### config.mk
export PLATFORM = sky130hd
export DESIGN_NAME = tpp_top
export DESIGN_NICKNAME = d
export VERILOG_FILES = /design/src/design/tpp_pkg.sv /design/src/design/tpp_top.sv /design/src/design/tpp_presc.sv /design/src/design/tpp_cnt.sv
export SDC_FILE = /design/constraint.sdc
export NUM_CORES = 1
export LEC_CHECK = 0
export BUFFER_PORTS_ARGS = -buffer_cell sky130_fd_sc_hd__clkbuf_2
export CAP_MARGIN = 20
export CORE_UTILIZATION = 30
export DETAILED_ROUTE_END_ITERATION = 12
export PLACE_DENSITY = 0.48
export RECOVER_POWER = 25
export SYNTH_ARGS = -nofsm -noshare
export SYNTH_HDL_FRONTEND = slang
export SYNTH_SLANG_ARGS = --single-unit
### constraint.sdc
create_clock -name core_clk -period 6.2 [get_ports core_clk]
set_input_delay 0.31 -clock core_clk [delete_from_list [all_inputs] [get_ports core_clk]]
set_output_delay 0.31 -clock core_clk [all_outputs]
set_load 0.02 [all_outputs]
### src/design/tpp_pkg.sv
// Shared constants for the paired-channel PWM block
package tpp_pkg;
	// Register byte offsets
	localparam logic [7:0] OFS_SLV_MODE = 8'h00;
	localparam logic [7:0] OFS_LEAD_MODE = 8'h04;
	localparam logic [7:0] OFS_OUT_LVL = 8'h08;
	localparam logic [7:0] OFS_OUT_EN = 8'h0C;
	localparam logic [7:0] OFS_OUT_POL = 8'h10;
	localparam logic [7:0] OFS_OUT_MODE = 8'h14;
	localparam logic [7:0] OFS_LEAD_DATA = 8'h18;
	localparam logic [7:0] OFS_FOL_DATA = 8'h1C;
	localparam logic [7:0] OFS_CTRL = 8'h20;
	localparam logic [7:0] OFS_PRESC = 8'h24;
	localparam logic [7:0] OFS_LEAD_CNT = 8'h28;
	localparam logic [7:0] OFS_FOL_STAT = 8'h2C;
	// Mode register fields
	localparam int MODE_TRIGGER_DURING_RUN_BIT = 0;
	localparam int MODE_KIND_LSB = 1;
	localparam int MODE_EDGE_LSB = 6;
	localparam int MODE_TRIG_LSB = 8;
	localparam int MODE_CHAIN_BIT = 11;
	localparam int MODE_CSRC_BIT = 12;
	localparam int MODE_PRESC_LSB = 14;
	localparam logic [2:0] KIND_ONE_COUNT = 3'h4;
	localparam logic [2:0] TRIG_SOFTWARE = 3'h0;
	localparam logic [2:0] TRIG_LEAD_IRQ = 3'h4;
	localparam logic [1:0] EDGE_FALL = 2'h0;
	localparam logic [1:0] EDGE_RISE = 2'h1;
	// Bits 5:4 and 13 always read zero
	localparam logic [15:0] MODE_WMASK = 16'hDFCF;
	localparam logic [15:0] MODE_CHAIN_MASK = 16'h0800;
	// Channel 0 polarity and mode bits are fixed at zero
	localparam logic [7:0] OUT_FIX_WMASK = 8'hFE;
	// Control and prescaler register fields
	localparam int CTRL_RUN_BIT = 0;
	localparam int CTRL_SWTRIG_BIT = 1;
	localparam int PRESC_ONE_LSB = 4;
	// Reset values
	localparam logic [15:0] RST_MODE = 16'h0000;
	localparam logic [7:0] RST_OUT = 8'h00;
	localparam logic [15:0] RST_DATA = 16'h0000;
	localparam logic [7:0] RST_PRESC = 8'h00;
endpackage : tpp_pkg

### src/design/tpp_top.sv
// Paired lead/follower channel PWM generator with APB registers
//
// Implementation choices: the register addresses and the APB interface to the registers.
`timescale 1ns/1ns
// Notes on behaviour
// RL1: Kind 100b runs follower in one-count mode
// RL2: Trigger source 100b uses lead count-done
// RL3: Trigger-during-run bit accepts retrigger while counting
// RL4: Software sets edge select 00b here
// RL5: Split 0 on channels 1,3 keeps 16 bits
// RL6: Software clears chain bit; fixed on 5,7
// RL7: Count source 0 counts operation clock
// RL8: Code 00b picks clock zero, 10b one
// RL9: Writing output level drives pin directly
// RL10: Output enable lets counting move the pin
// RL11: Software clears lead output enable
// RL12: Software clears lead output level
// RL13: Polarity 0 active-high, 1 active-low
// RL14: Lead polarity kept 0; fixed on channel 0
// RL15: Mode bit 1: trigger sets, end resets
// RL16: Lead mode bit 0 is lead output mode
// RL17: Lead reloads at zero, raising count-done
// RL18: Active one tick after trigger, inactive at zero
// RL19: Zero gives 0%, large value gives 100%
// RL20: Both data registers load on lead count-done
module tpp_top #(
	parameter int MST_CH = 0,
	parameter int SLV_CH = 1,
	parameter int CNT_W = 16,
	parameter int DIV_W = 4
) (
	input  wire logic        core_clk,  // 50 MHz system clock
	input  wire logic        rst_b,     // Async reset, active low
	input  wire logic        psel,      // APB select
	input  wire logic        penable,   // APB access phase
	input  wire logic        pwrite,    // APB write
	input  wire logic [7:0]  paddr,     // APB byte address
	input  wire logic [31:0] pwdata,    // APB write data
	output logic      [31:0] prdata,    // APB read data
	output logic             pready,    // APB ready
	output logic             pslverr,   // APB error, unmapped address
	input  wire logic        follower_input_pin,       // Follower count pin
	output logic             pwm_output_pin,           // PWM output
	output logic             lead_output_pin,          // Lead channel output
	output logic             lead_count_done_irq,      // Lead count-done pulse
	output logic             follower_count_done_irq   // Follower end pulse
);
	localparam logic SLV_CHAIN_FIX = (SLV_CH == 5) || (SLV_CH == 7);
	localparam logic MST_CHAIN_FIX = (MST_CH == 0);
	localparam logic SPLIT_OK = (SLV_CH == 1) || (SLV_CH == 3);
	localparam logic [15:0] SLV_WMASK = SLV_CHAIN_FIX ?
		(tpp_pkg::MODE_WMASK & ~tpp_pkg::MODE_CHAIN_MASK) : tpp_pkg::MODE_WMASK;
	localparam logic [15:0] MST_WMASK = MST_CHAIN_FIX ?
		(tpp_pkg::MODE_WMASK & ~tpp_pkg::MODE_CHAIN_MASK) : tpp_pkg::MODE_WMASK;

	typedef struct packed {
		logic              ready;
		logic [31:0]       rdata;
		logic              err;
		logic [15:0]       slv_mode;
		logic [15:0]       lead_mode;
		logic [7:0]        lvl;
		logic [7:0]        oe;
		logic [7:0]        pol;
		logic [7:0]        om;
		logic [CNT_W-1:0]  ldata;
		logic [CNT_W-1:0]  fdata;
		logic              run;
		logic              sw_trig;
		logic [7:0]        presc;
		logic              pin_s1;
		logic              pin_s2;
		logic              pin_prev;
		logic              m_irq;
		logic              s_irq;
		logic              pend;
		logic              s_run;
		logic              pwm_pin;
		logic              lead_pin;
	} tpp_top_st_t;

	tpp_top_st_t q;
	tpp_top_st_t n;

	logic [1:0]       rst_sync_ff;
	logic             rst_n;
	logic             tick_zero;
	logic             tick_one;
	logic [CNT_W-1:0] m_cnt;
	logic [CNT_W-1:0] s_cnt;
	logic             m_load;
	logic             m_dec;
	logic             s_load;
	logic             s_dec;
	logic [CNT_W-1:0] f_eff;

	// Decode shared by read and write paths
	function automatic logic is_mapped(input logic [7:0] a);
		case (a)
			tpp_pkg::OFS_SLV_MODE, tpp_pkg::OFS_LEAD_MODE,
			tpp_pkg::OFS_OUT_LVL, tpp_pkg::OFS_OUT_EN,
			tpp_pkg::OFS_OUT_POL, tpp_pkg::OFS_OUT_MODE,
			tpp_pkg::OFS_LEAD_DATA, tpp_pkg::OFS_FOL_DATA,
			tpp_pkg::OFS_CTRL, tpp_pkg::OFS_PRESC,
			tpp_pkg::OFS_LEAD_CNT, tpp_pkg::OFS_FOL_STAT: is_mapped = 1'b1;
			default: is_mapped = 1'b0;
		endcase
	endfunction : is_mapped

	// Prescaler pick; only bit 15 matters, so 01b aliases 00b and 11b aliases 10b
	function automatic logic pick_tick(input logic [1:0] cks, input logic t0,
		input logic t1);
		pick_tick = cks[1] ? t1 : t0;
	endfunction : pick_tick

	function automatic logic edge_hit(input logic [1:0] cis, input logic prev,
		input logic cur);
		case (cis)
			tpp_pkg::EDGE_FALL: edge_hit = prev & ~cur;
			tpp_pkg::EDGE_RISE: edge_hit = ~prev & cur;
			default: edge_hit = prev ^ cur;
		endcase
	endfunction : edge_hit

	always_ff @(posedge core_clk or negedge rst_b) begin
		if (!rst_b) begin
			rst_sync_ff <= 2'h0;
		end else begin
			rst_sync_ff <= {rst_sync_ff[0], 1'b1};
		end
	end
	assign rst_n = rst_sync_ff[1];

	tpp_presc #(
		.DIV_W(DIV_W)
	) u_presc (
		.core_clk  (core_clk),
		.rst_n     (rst_n),
		.div_zero  (q.presc[DIV_W-1:0]),
		.div_one   (q.presc[tpp_pkg::PRESC_ONE_LSB +: DIV_W]),
		.tick_zero (tick_zero),
		.tick_one  (tick_one)
	);

	tpp_cnt #(
		.W(CNT_W)
	) u_lead_cnt (
		.core_clk (core_clk),
		.rst_n    (rst_n),
		.load     (m_load),
		.load_val (q.ldata),
		.dec      (m_dec),
		.value    (m_cnt)
	);

	tpp_cnt #(
		.W(CNT_W)
	) u_fol_cnt (
		.core_clk (core_clk),
		.rst_n    (rst_n),
		.load     (s_load),
		.load_val (f_eff),
		.dec      (s_dec),
		.value    (s_cnt)
	);

	always_comb begin
		logic        wr;
		logic        rd;
		logic        m_tick;
		logic        s_tick;
		logic        start;
		logic        trig;
		logic        one_cnt;
		logic        s_set;
		logic        s_clr;
		logic [2:0]  sts;
		logic [31:0] rv;
		wr = 1'b0;
		rd = 1'b0;
		m_tick = 1'b0;
		s_tick = 1'b0;
		start = 1'b0;
		trig = 1'b0;
		one_cnt = 1'b0;
		s_set = 1'b0;
		s_clr = 1'b0;
		sts = 3'h0;
		rv = 32'h0000_0000;
		n = q;
		m_load = 1'b0;
		m_dec = 1'b0;
		s_load = 1'b0;
		s_dec = 1'b0;

		// APB: one wait state, answer registered
		wr = psel & penable & pwrite & q.ready;
		rd = psel & penable & ~q.ready;
		n.ready = psel & penable & ~q.ready;
		// Error flag stands only alongside its ready pulse
		n.err = rd & ~is_mapped(paddr);
		if (rd & ~pwrite) begin
			case (paddr)
				tpp_pkg::OFS_SLV_MODE: rv = {16'h0000, q.slv_mode};
				tpp_pkg::OFS_LEAD_MODE: rv = {16'h0000, q.lead_mode};
				tpp_pkg::OFS_OUT_LVL: rv = {24'h00_0000, q.lvl};
				tpp_pkg::OFS_OUT_EN: rv = {24'h00_0000, q.oe};
				tpp_pkg::OFS_OUT_POL: rv = {24'h00_0000, q.pol};
				tpp_pkg::OFS_OUT_MODE: rv = {24'h00_0000, q.om};
				tpp_pkg::OFS_LEAD_DATA: rv = 32'(q.ldata);
				tpp_pkg::OFS_FOL_DATA: rv = 32'(q.fdata);
				tpp_pkg::OFS_CTRL: rv = {31'h0000_0000, q.run};
				tpp_pkg::OFS_PRESC: rv = {24'h00_0000, q.presc};
				tpp_pkg::OFS_LEAD_CNT: rv = 32'(m_cnt);
				tpp_pkg::OFS_FOL_STAT: rv = {14'h0000, q.pend, q.s_run, 16'(s_cnt)};
				default: rv = 32'h0000_0000;
			endcase
			n.rdata = rv;
		end else if (rd) begin
			n.rdata = 32'h0000_0000;
		end

		n.sw_trig = 1'b0;
		if (wr) begin
			case (paddr)
				tpp_pkg::OFS_SLV_MODE: n.slv_mode = pwdata[15:0] & SLV_WMASK; // RL6
				tpp_pkg::OFS_LEAD_MODE: n.lead_mode = pwdata[15:0] & MST_WMASK;
				tpp_pkg::OFS_OUT_LVL: n.lvl = pwdata[7:0]; // RL9
				tpp_pkg::OFS_OUT_EN: n.oe = pwdata[7:0];
				tpp_pkg::OFS_OUT_POL: n.pol = pwdata[7:0] & tpp_pkg::OUT_FIX_WMASK; // RL14
				tpp_pkg::OFS_OUT_MODE: n.om = pwdata[7:0] & tpp_pkg::OUT_FIX_WMASK; // RL16
				tpp_pkg::OFS_LEAD_DATA: n.ldata = pwdata[CNT_W-1:0];
				tpp_pkg::OFS_FOL_DATA: n.fdata = pwdata[CNT_W-1:0];
				tpp_pkg::OFS_CTRL: begin
					n.run = pwdata[tpp_pkg::CTRL_RUN_BIT];
					start = pwdata[tpp_pkg::CTRL_RUN_BIT] & ~q.run;
					n.sw_trig = pwdata[tpp_pkg::CTRL_SWTRIG_BIT];
				end
				tpp_pkg::OFS_PRESC: n.presc = pwdata[7:0];
				default: n.presc = q.presc;
			endcase
		end

		// Count pin: two-stage synchroniser, then edge detect on stage two
		n.pin_s1 = follower_input_pin;
		n.pin_s2 = q.pin_s1;
		n.pin_prev = q.pin_s2;

		m_tick = pick_tick(q.lead_mode[tpp_pkg::MODE_PRESC_LSB +: 2], tick_zero,
			tick_one); // RL8
		if (q.slv_mode[tpp_pkg::MODE_CSRC_BIT]) begin
			s_tick = edge_hit(q.slv_mode[tpp_pkg::MODE_EDGE_LSB +: 2], q.pin_prev,
				q.pin_s2);
		end else begin
			s_tick = pick_tick(q.slv_mode[tpp_pkg::MODE_PRESC_LSB +: 2], tick_zero,
				tick_one); // RL7 RL8
		end

		// Lead channel: interval timer
		n.m_irq = 1'b0;
		if (start) begin
			m_load = 1'b1;
			n.m_irq = q.lead_mode[tpp_pkg::MODE_TRIGGER_DURING_RUN_BIT];
		end else if (q.run & m_tick) begin
			if (m_cnt == '0) begin
				m_load = 1'b1; // RL17 RL20
				n.m_irq = 1'b1;
			end else begin
				m_dec = 1'b1;
			end
		end

		// Follower trigger
		sts = q.slv_mode[tpp_pkg::MODE_TRIG_LSB +: 3];
		one_cnt = q.slv_mode[tpp_pkg::MODE_KIND_LSB +: 3] == tpp_pkg::KIND_ONE_COUNT; // RL1
		case (sts)
			tpp_pkg::TRIG_LEAD_IRQ: trig = q.m_irq; // RL2
			tpp_pkg::TRIG_SOFTWARE: trig = q.sw_trig;
			default: trig = 1'b0;
		endcase
		if (!one_cnt) begin
			n.pend = 1'b0;
			n.s_run = 1'b0;
		end else if (trig & (~q.s_run | q.slv_mode[tpp_pkg::MODE_TRIGGER_DURING_RUN_BIT])) begin
			n.pend = 1'b1; // RL3
		end

		// Split keeps only the low byte; cleared it is a full 16-bit count
		f_eff = (SPLIT_OK && q.slv_mode[tpp_pkg::MODE_CHAIN_BIT]) ?
			{{(CNT_W-8){1'b0}}, q.fdata[7:0]} : q.fdata; // RL5

		// Follower: load one tick after trigger, end on reaching zero
		n.s_irq = 1'b0;
		if (one_cnt & s_tick) begin
			if (q.pend) begin
				s_load = 1'b1; // RL20
				n.pend = trig & q.slv_mode[tpp_pkg::MODE_TRIGGER_DURING_RUN_BIT];
				n.s_run = f_eff != '0; // RL19
				s_set = f_eff != '0; // RL18
				s_clr = f_eff == '0; // RL19
			end else if (q.s_run) begin
				s_dec = 1'b1;
				if (s_cnt == {{(CNT_W-1){1'b0}}, 1'b1}) begin
					n.s_run = 1'b0;
					n.s_irq = 1'b1;
					s_clr = 1'b1; // RL18
				end
			end
		end

		// Counting moves the follower level only when enabled
		if (q.oe[SLV_CH]) begin
			if (q.om[SLV_CH]) begin
				if (s_set) begin
					n.lvl[SLV_CH] = ~q.pol[SLV_CH]; // RL15 RL13 RL10
				end else if (s_clr) begin
					n.lvl[SLV_CH] = q.pol[SLV_CH]; // RL15 RL13 RL10
				end
			end else if (n.s_irq) begin
				n.lvl[SLV_CH] = ~q.lvl[SLV_CH]; // RL10
			end
		end
		// Lead output mode toggles on count-done
		if (q.oe[MST_CH] & ~q.om[MST_CH] & n.m_irq) begin
			n.lvl[MST_CH] = ~q.lvl[MST_CH]; // RL16 RL10
		end

		n.pwm_pin = n.lvl[SLV_CH]; // RL9
		n.lead_pin = n.lvl[MST_CH];
	end

	always_ff @(posedge core_clk or negedge rst_n) begin
		if (!rst_n) begin
			q <= '0;
			q.slv_mode <= tpp_pkg::RST_MODE;
			q.lead_mode <= tpp_pkg::RST_MODE;
			q.lvl <= tpp_pkg::RST_OUT;
			q.oe <= tpp_pkg::RST_OUT;
			q.pol <= tpp_pkg::RST_OUT;
			q.om <= tpp_pkg::RST_OUT;
			q.ldata <= tpp_pkg::RST_DATA[CNT_W-1:0];
			q.fdata <= tpp_pkg::RST_DATA[CNT_W-1:0];
			q.presc <= tpp_pkg::RST_PRESC;
		end else begin
			q <= n;
		end
	end

	assign prdata = q.rdata;
	assign pready = q.ready;
	assign pslverr = q.err;
	assign pwm_output_pin = q.pwm_pin;
	assign lead_output_pin = q.lead_pin;
	assign lead_count_done_irq = q.m_irq;
	assign follower_count_done_irq = q.s_irq;
endmodule : tpp_top

### src/design/tpp_presc.sv
// Prescaler producing the two selectable count-clock ticks
`timescale 1ns/1ns
module tpp_presc #(
	parameter int DIV_W = 4
) (
	input  wire logic             core_clk, // System clock
	input  wire logic             rst_n,    // Synchronised reset, active low
	input  wire logic [DIV_W-1:0] div_zero, // Log2 divide for clock zero
	input  wire logic [DIV_W-1:0] div_one,  // Log2 divide for clock one
	output logic                  tick_zero, // Prescaler clock zero tick
	output logic                  tick_one   // Prescaler clock one tick
);
	localparam int CW = 1 << DIV_W;

	typedef struct packed {
		logic [CW-1:0] cnt;
		logic          t0;
		logic          t1;
	} tpp_presc_st_t;

	tpp_presc_st_t q;
	tpp_presc_st_t n;
	logic [CW-1:0] m0;
	logic [CW-1:0] m1;

	always_comb begin
		m0 = ~({CW{1'b1}} << div_zero);
		m1 = ~({CW{1'b1}} << div_one);
		n = q;
		n.cnt = q.cnt + 1'b1;
		n.t0 = (q.cnt & m0) == m0;
		n.t1 = (q.cnt & m1) == m1;
	end

	always_ff @(posedge core_clk or negedge rst_n) begin
		if (!rst_n) begin
			q <= '0;
		end else begin
			q <= n;
		end
	end

	assign tick_zero = q.t0;
	assign tick_one = q.t1;
endmodule : tpp_presc

### src/design/tpp_cnt.sv
// Loadable down counter shared by both channels
`timescale 1ns/1ns
module tpp_cnt #(
	parameter int W = 16
) (
	input  wire logic         core_clk, // System clock
	input  wire logic         rst_n,    // Synchronised reset, active low
	input  wire logic         load,     // Load request, wins over dec
	input  wire logic [W-1:0] load_val, // Value to load
	input  wire logic         dec,      // Count down one
	output logic [W-1:0]      value     // Current count
);
	typedef struct packed {
		logic [W-1:0] cnt;
	} tpp_cnt_st_t;

	tpp_cnt_st_t q;
	tpp_cnt_st_t n;

	always_comb begin
		n = q;
		if (load) begin
			n.cnt = load_val;
		end else if (dec) begin
			n.cnt = q.cnt - 1'b1;
		end
	end

	always_ff @(posedge core_clk or negedge rst_n) begin
		if (!rst_n) begin
			q <= '0;
		end else begin
			q <= n;
		end
	end

	assign value = q.cnt;
endmodule : tpp_cnt

==> metrics.cfg <==
[synth]
synth_xor_area_share_pct = 1.24
synth_top_family_by_area = compound AO/OA/AOI/OAI gates
synth-async-reset-ratio_pct = 100
synth_simple_gate_area_share_pct = 13.9
yosysSeqAreaShare_pct = 47.5
synthFlopType = dfrtp_1
ys_ff_latch = 175
synth_fa_ha_area_share_pct = 0.950
netlist_instances = 876
avgSynthCellArea_um2 = 10.5
syn_area_mm2 = 0.00922
synthMuxAreaShare_pct = 13.5
synth_edf_count = 0
synth_warnings = 0
yosysUniqueCellTypes = 80
synth-compound-area-share_pct = 17.1

[worst_setup_path]
critPathTopFamily = flip-flops
critPathArrivalTime_ns = 3.58
required_ns = 6.68
r2r_end = u_lead_cnt.value[1]$_DFFE_PN0P_
cp_cell_sequence = buf_4
end_kind = async pin
cp-start-kind = register
crit_type = register to async pin
crit_path_top_delay_cell = dfrtp_1
r2r-start = rst_sync_ff[1]$_DFF_PN0_
cp_max_fo = 64
regToRegSetupSlack_ns = 3.10
slowest_delay_ns = 2.17
reg2reg_depth = 1
cp_num_buf_inv = 1

[power]
internal_power_uw = 1730
combinationalPowerShare_pct = 5.1
clockPowerShare_pct = 45.6
p_per_area_mw_per_mm2 = 230
pwr-share-seq_pct = 49.3
p_leak_uw = 0.00453
p_switching_uw = 636
peakVddDrop_mv = 0.172
switching_share_pct = 26.9
p_total_uw = 2360

[clocking]
htreeDepth = 4
cts_buffers = 17
post_cts_resized = 0
clock_path_buffers = 2
clkSinkCount = 175
post_cts_buffers = 0
clk_pin_slew_worst_paths_ns = 0.08
cts_tree = built
clk_latency_ns = 0.44
cts_root_buf = clkbuf_16
ctsHoldBuffers = 2

[hold_path]
min_from = pwdata[11]
min_path_cells = 3
hold_path_class = primary input to register
holdPathEnd = q[110]$_DFFE_PN0P_

[timing]
max_slew.worst_pin.slew_ns = 2.70
maxSlewHeadroom_pct = -80.1
hold_viol = 0
fmax_mhz = 323
fin_crit_ns = 3.10
rsz0062_at_grt = no
timing.setup.tns_ns = 0
setup_viol = 0
timing.final.ws_setup_ns = 3.10
maxSlewViolCount = 65
skew_ns = 0.0132
fin_crit_sh_pct = 50.0

[routing]
avgViaCountPerCell = 5.55
wl_um = 28400
via_count = 7244
drt_iter0_drc = 717
drt-pass1-iter-count = 8
drc = 0
ant_nets = 0
wire_per_inst_um = 21.8

[run_status]
violations = capacitance limit, slew limit
status = finished, violations left

[placed_design]
io_buffers = 53
dpl.hpwl_um = 19800
place_area_mm2 = 0.00972
dp_cells = 1272
pre_cts_ws_ns = 3.01
routabilityCongestion = 0.845

[final_layout]
finalInstanceArea_mm2 = 0.0103
multi_input_area_mm2 = 0.00440
drive_gt1_share_pct = 22.5
num_antenna_cells = 0
seqCellArea_mm2 = 0.00438
stdcell_count = 1306
nNetsFinal = 956
nFillCells = 3114
syn_to_final_growth_pct = 11.6

[floorplan]
design.core.area_mm2 = 0.0300
placementRows = 63
chipWidth_um = 177
io_pins = 84
chipHeight_um = 177
initial_core_util_pct = 30.8
dieArea_mm2 = 0.0314

[global_routing]
grt_pass1_vias = 6935
grt_usage_pct = 18.7
grt_max_degree = 65
grt_pass1_wl_um = 43700
antenna_found_initial = 0
grt-ovfl-total = 0

[job]
maxCapViolations = 1

==> layout make-up <==
type | count | area share, %
inverter | 22 | 0.803
clock inverter | 14 | 1.29
clock buffer | 18 | 4.27
timing repair buffer | 68 | 3.52
multi-input combinational | 619 | 42.8
sequential | 175 | 42.6
tap | 390 | 4.75
==> worst max path at each step <==
stage | startpoint | endpoint | slack [ns] | depth (start not counted)
finish | rst_sync_ff[1]$_DFF_PN0_ | u_lead_cnt.value[1]$_DFFE_PN0P_ | 3.10 | 1
global placement | paddr[2] | q[76]$_DFF_PN0_ | 3.04 | 7
floorplan | rst_sync_ff[1]$_DFF_PN0_ | follower_count_done_irq$_DFF_PN0_ | 0.96 | 0
CTS | q[101]$_DFFE_PN0P_ | u_fol_cnt.value[15]$_DFFE_PN0P_ | 3.43 | 6
global route | rst_sync_ff[1]$_DFF_PN0_ | u_lead_cnt.value[1]$_DFFE_PN0P_ | 2.47 | 1
detailed placement | paddr[2] | q[76]$_DFF_PN0_ | 3.01 | 7
==> metrics by stage <==
step,hold WS [ns],util (%)
CTS,0.115,34.4
detailed placement,0.0971,32.4
floorplan,0.0144,-
global route,0.146,34.3
finish,0.131,34.3
global placement,0.0960,32.4
==> synth_stat cells, drive strengths merged (7+ instances only) <==
| library cell | n | area, um2 |
|---|---|---|
| mux2 | 97 | 1100 |
| buf | 49 | 353 |
| ha | 7 | 87.6 |
| nor2 | 56 | 213 |
| clkbuf | 23 | 86.3 |
| nor4 | 14 | 93.8 |
| nand3 | 36 | 180 |
| nand4 | 9 | 62.6 |
| dfrtp | 175 | 4380 |
| a22oi | 27 | 203 |
| or3 | 9 | 61.3 |
| a32oi | 11 | 96.3 |
| mux2i | 10 | 100 |
| xnor2 | 8 | 70.1 |
| nor3 | 22 | 141 |
| a31oi | 8 | 50.1 |
| a222oi | 9 | 90.1 |
| o22ai | 11 | 68.8 |
| o21ai | 68 | 340 |
| a21oi | 47 | 239 |
| a22o | 12 | 105 |
| inv | 21 | 78.8 |
| nand2 | 53 | 204 |
==> flip-flops by register name, indices dropped and copies added (netlist names), 2 cells and up <==
name and count:
rst_sync_ff 2, n 2, u_presc.q 15, u_lead_cnt.value 16
prdata 18, u_fol_cnt.value 16, q 100
==> power groups by stage <==
stage	sequential, uW	clock (uW)	combinational, uW
after floorplan	1190	0	67.6
after global placement	1190	0	119
after detailed placement	1190	0	120
after CTS	1170	1110	121
after global routing	1170	1150	135
final	1160	1080	121
==> layer usage <==
metal  routed length (um)  vias up  GRT usage, %
met5                    0        -             0
li1                     -     3305             -
met2                12900      244          29.0
met1                13600     3674          26.9
met3                 1650       21          3.61
met4                  275        0          3.38
==> cells in the final DEF, fill, tap and decap left out, types with 9 or more instances in the layout <==
cell type,instances
a222oi_1,9
clkbuf_16,17
o22ai_1,11
nor2_1,55
a22o_1,12
mux2_2,96
a21oi_1,46
dfrtp_1,175
o21ai_0,62
conb_1,15
nand2_1,51
mux2i_1,10
clkbuf_2,36
a22oi_1,27
nor4_1,12
clkbuf_1,17
nand3_1,36
buf_4,13
a32oi_1,11
inv_1,21
nor3_1,14
==> kinds of logic after synthesis <==
family	count (synthesis)
adder cells (fa/ha/maj)	7
other	2
flip-flops	175
buffers and inverters	95
AND/OR/NAND/NOR	240
AO/OA/AOI/OAI	235
multiplexers	109
XOR/XNOR	13
No activity file was read; power rests on OpenSTA's default activity.
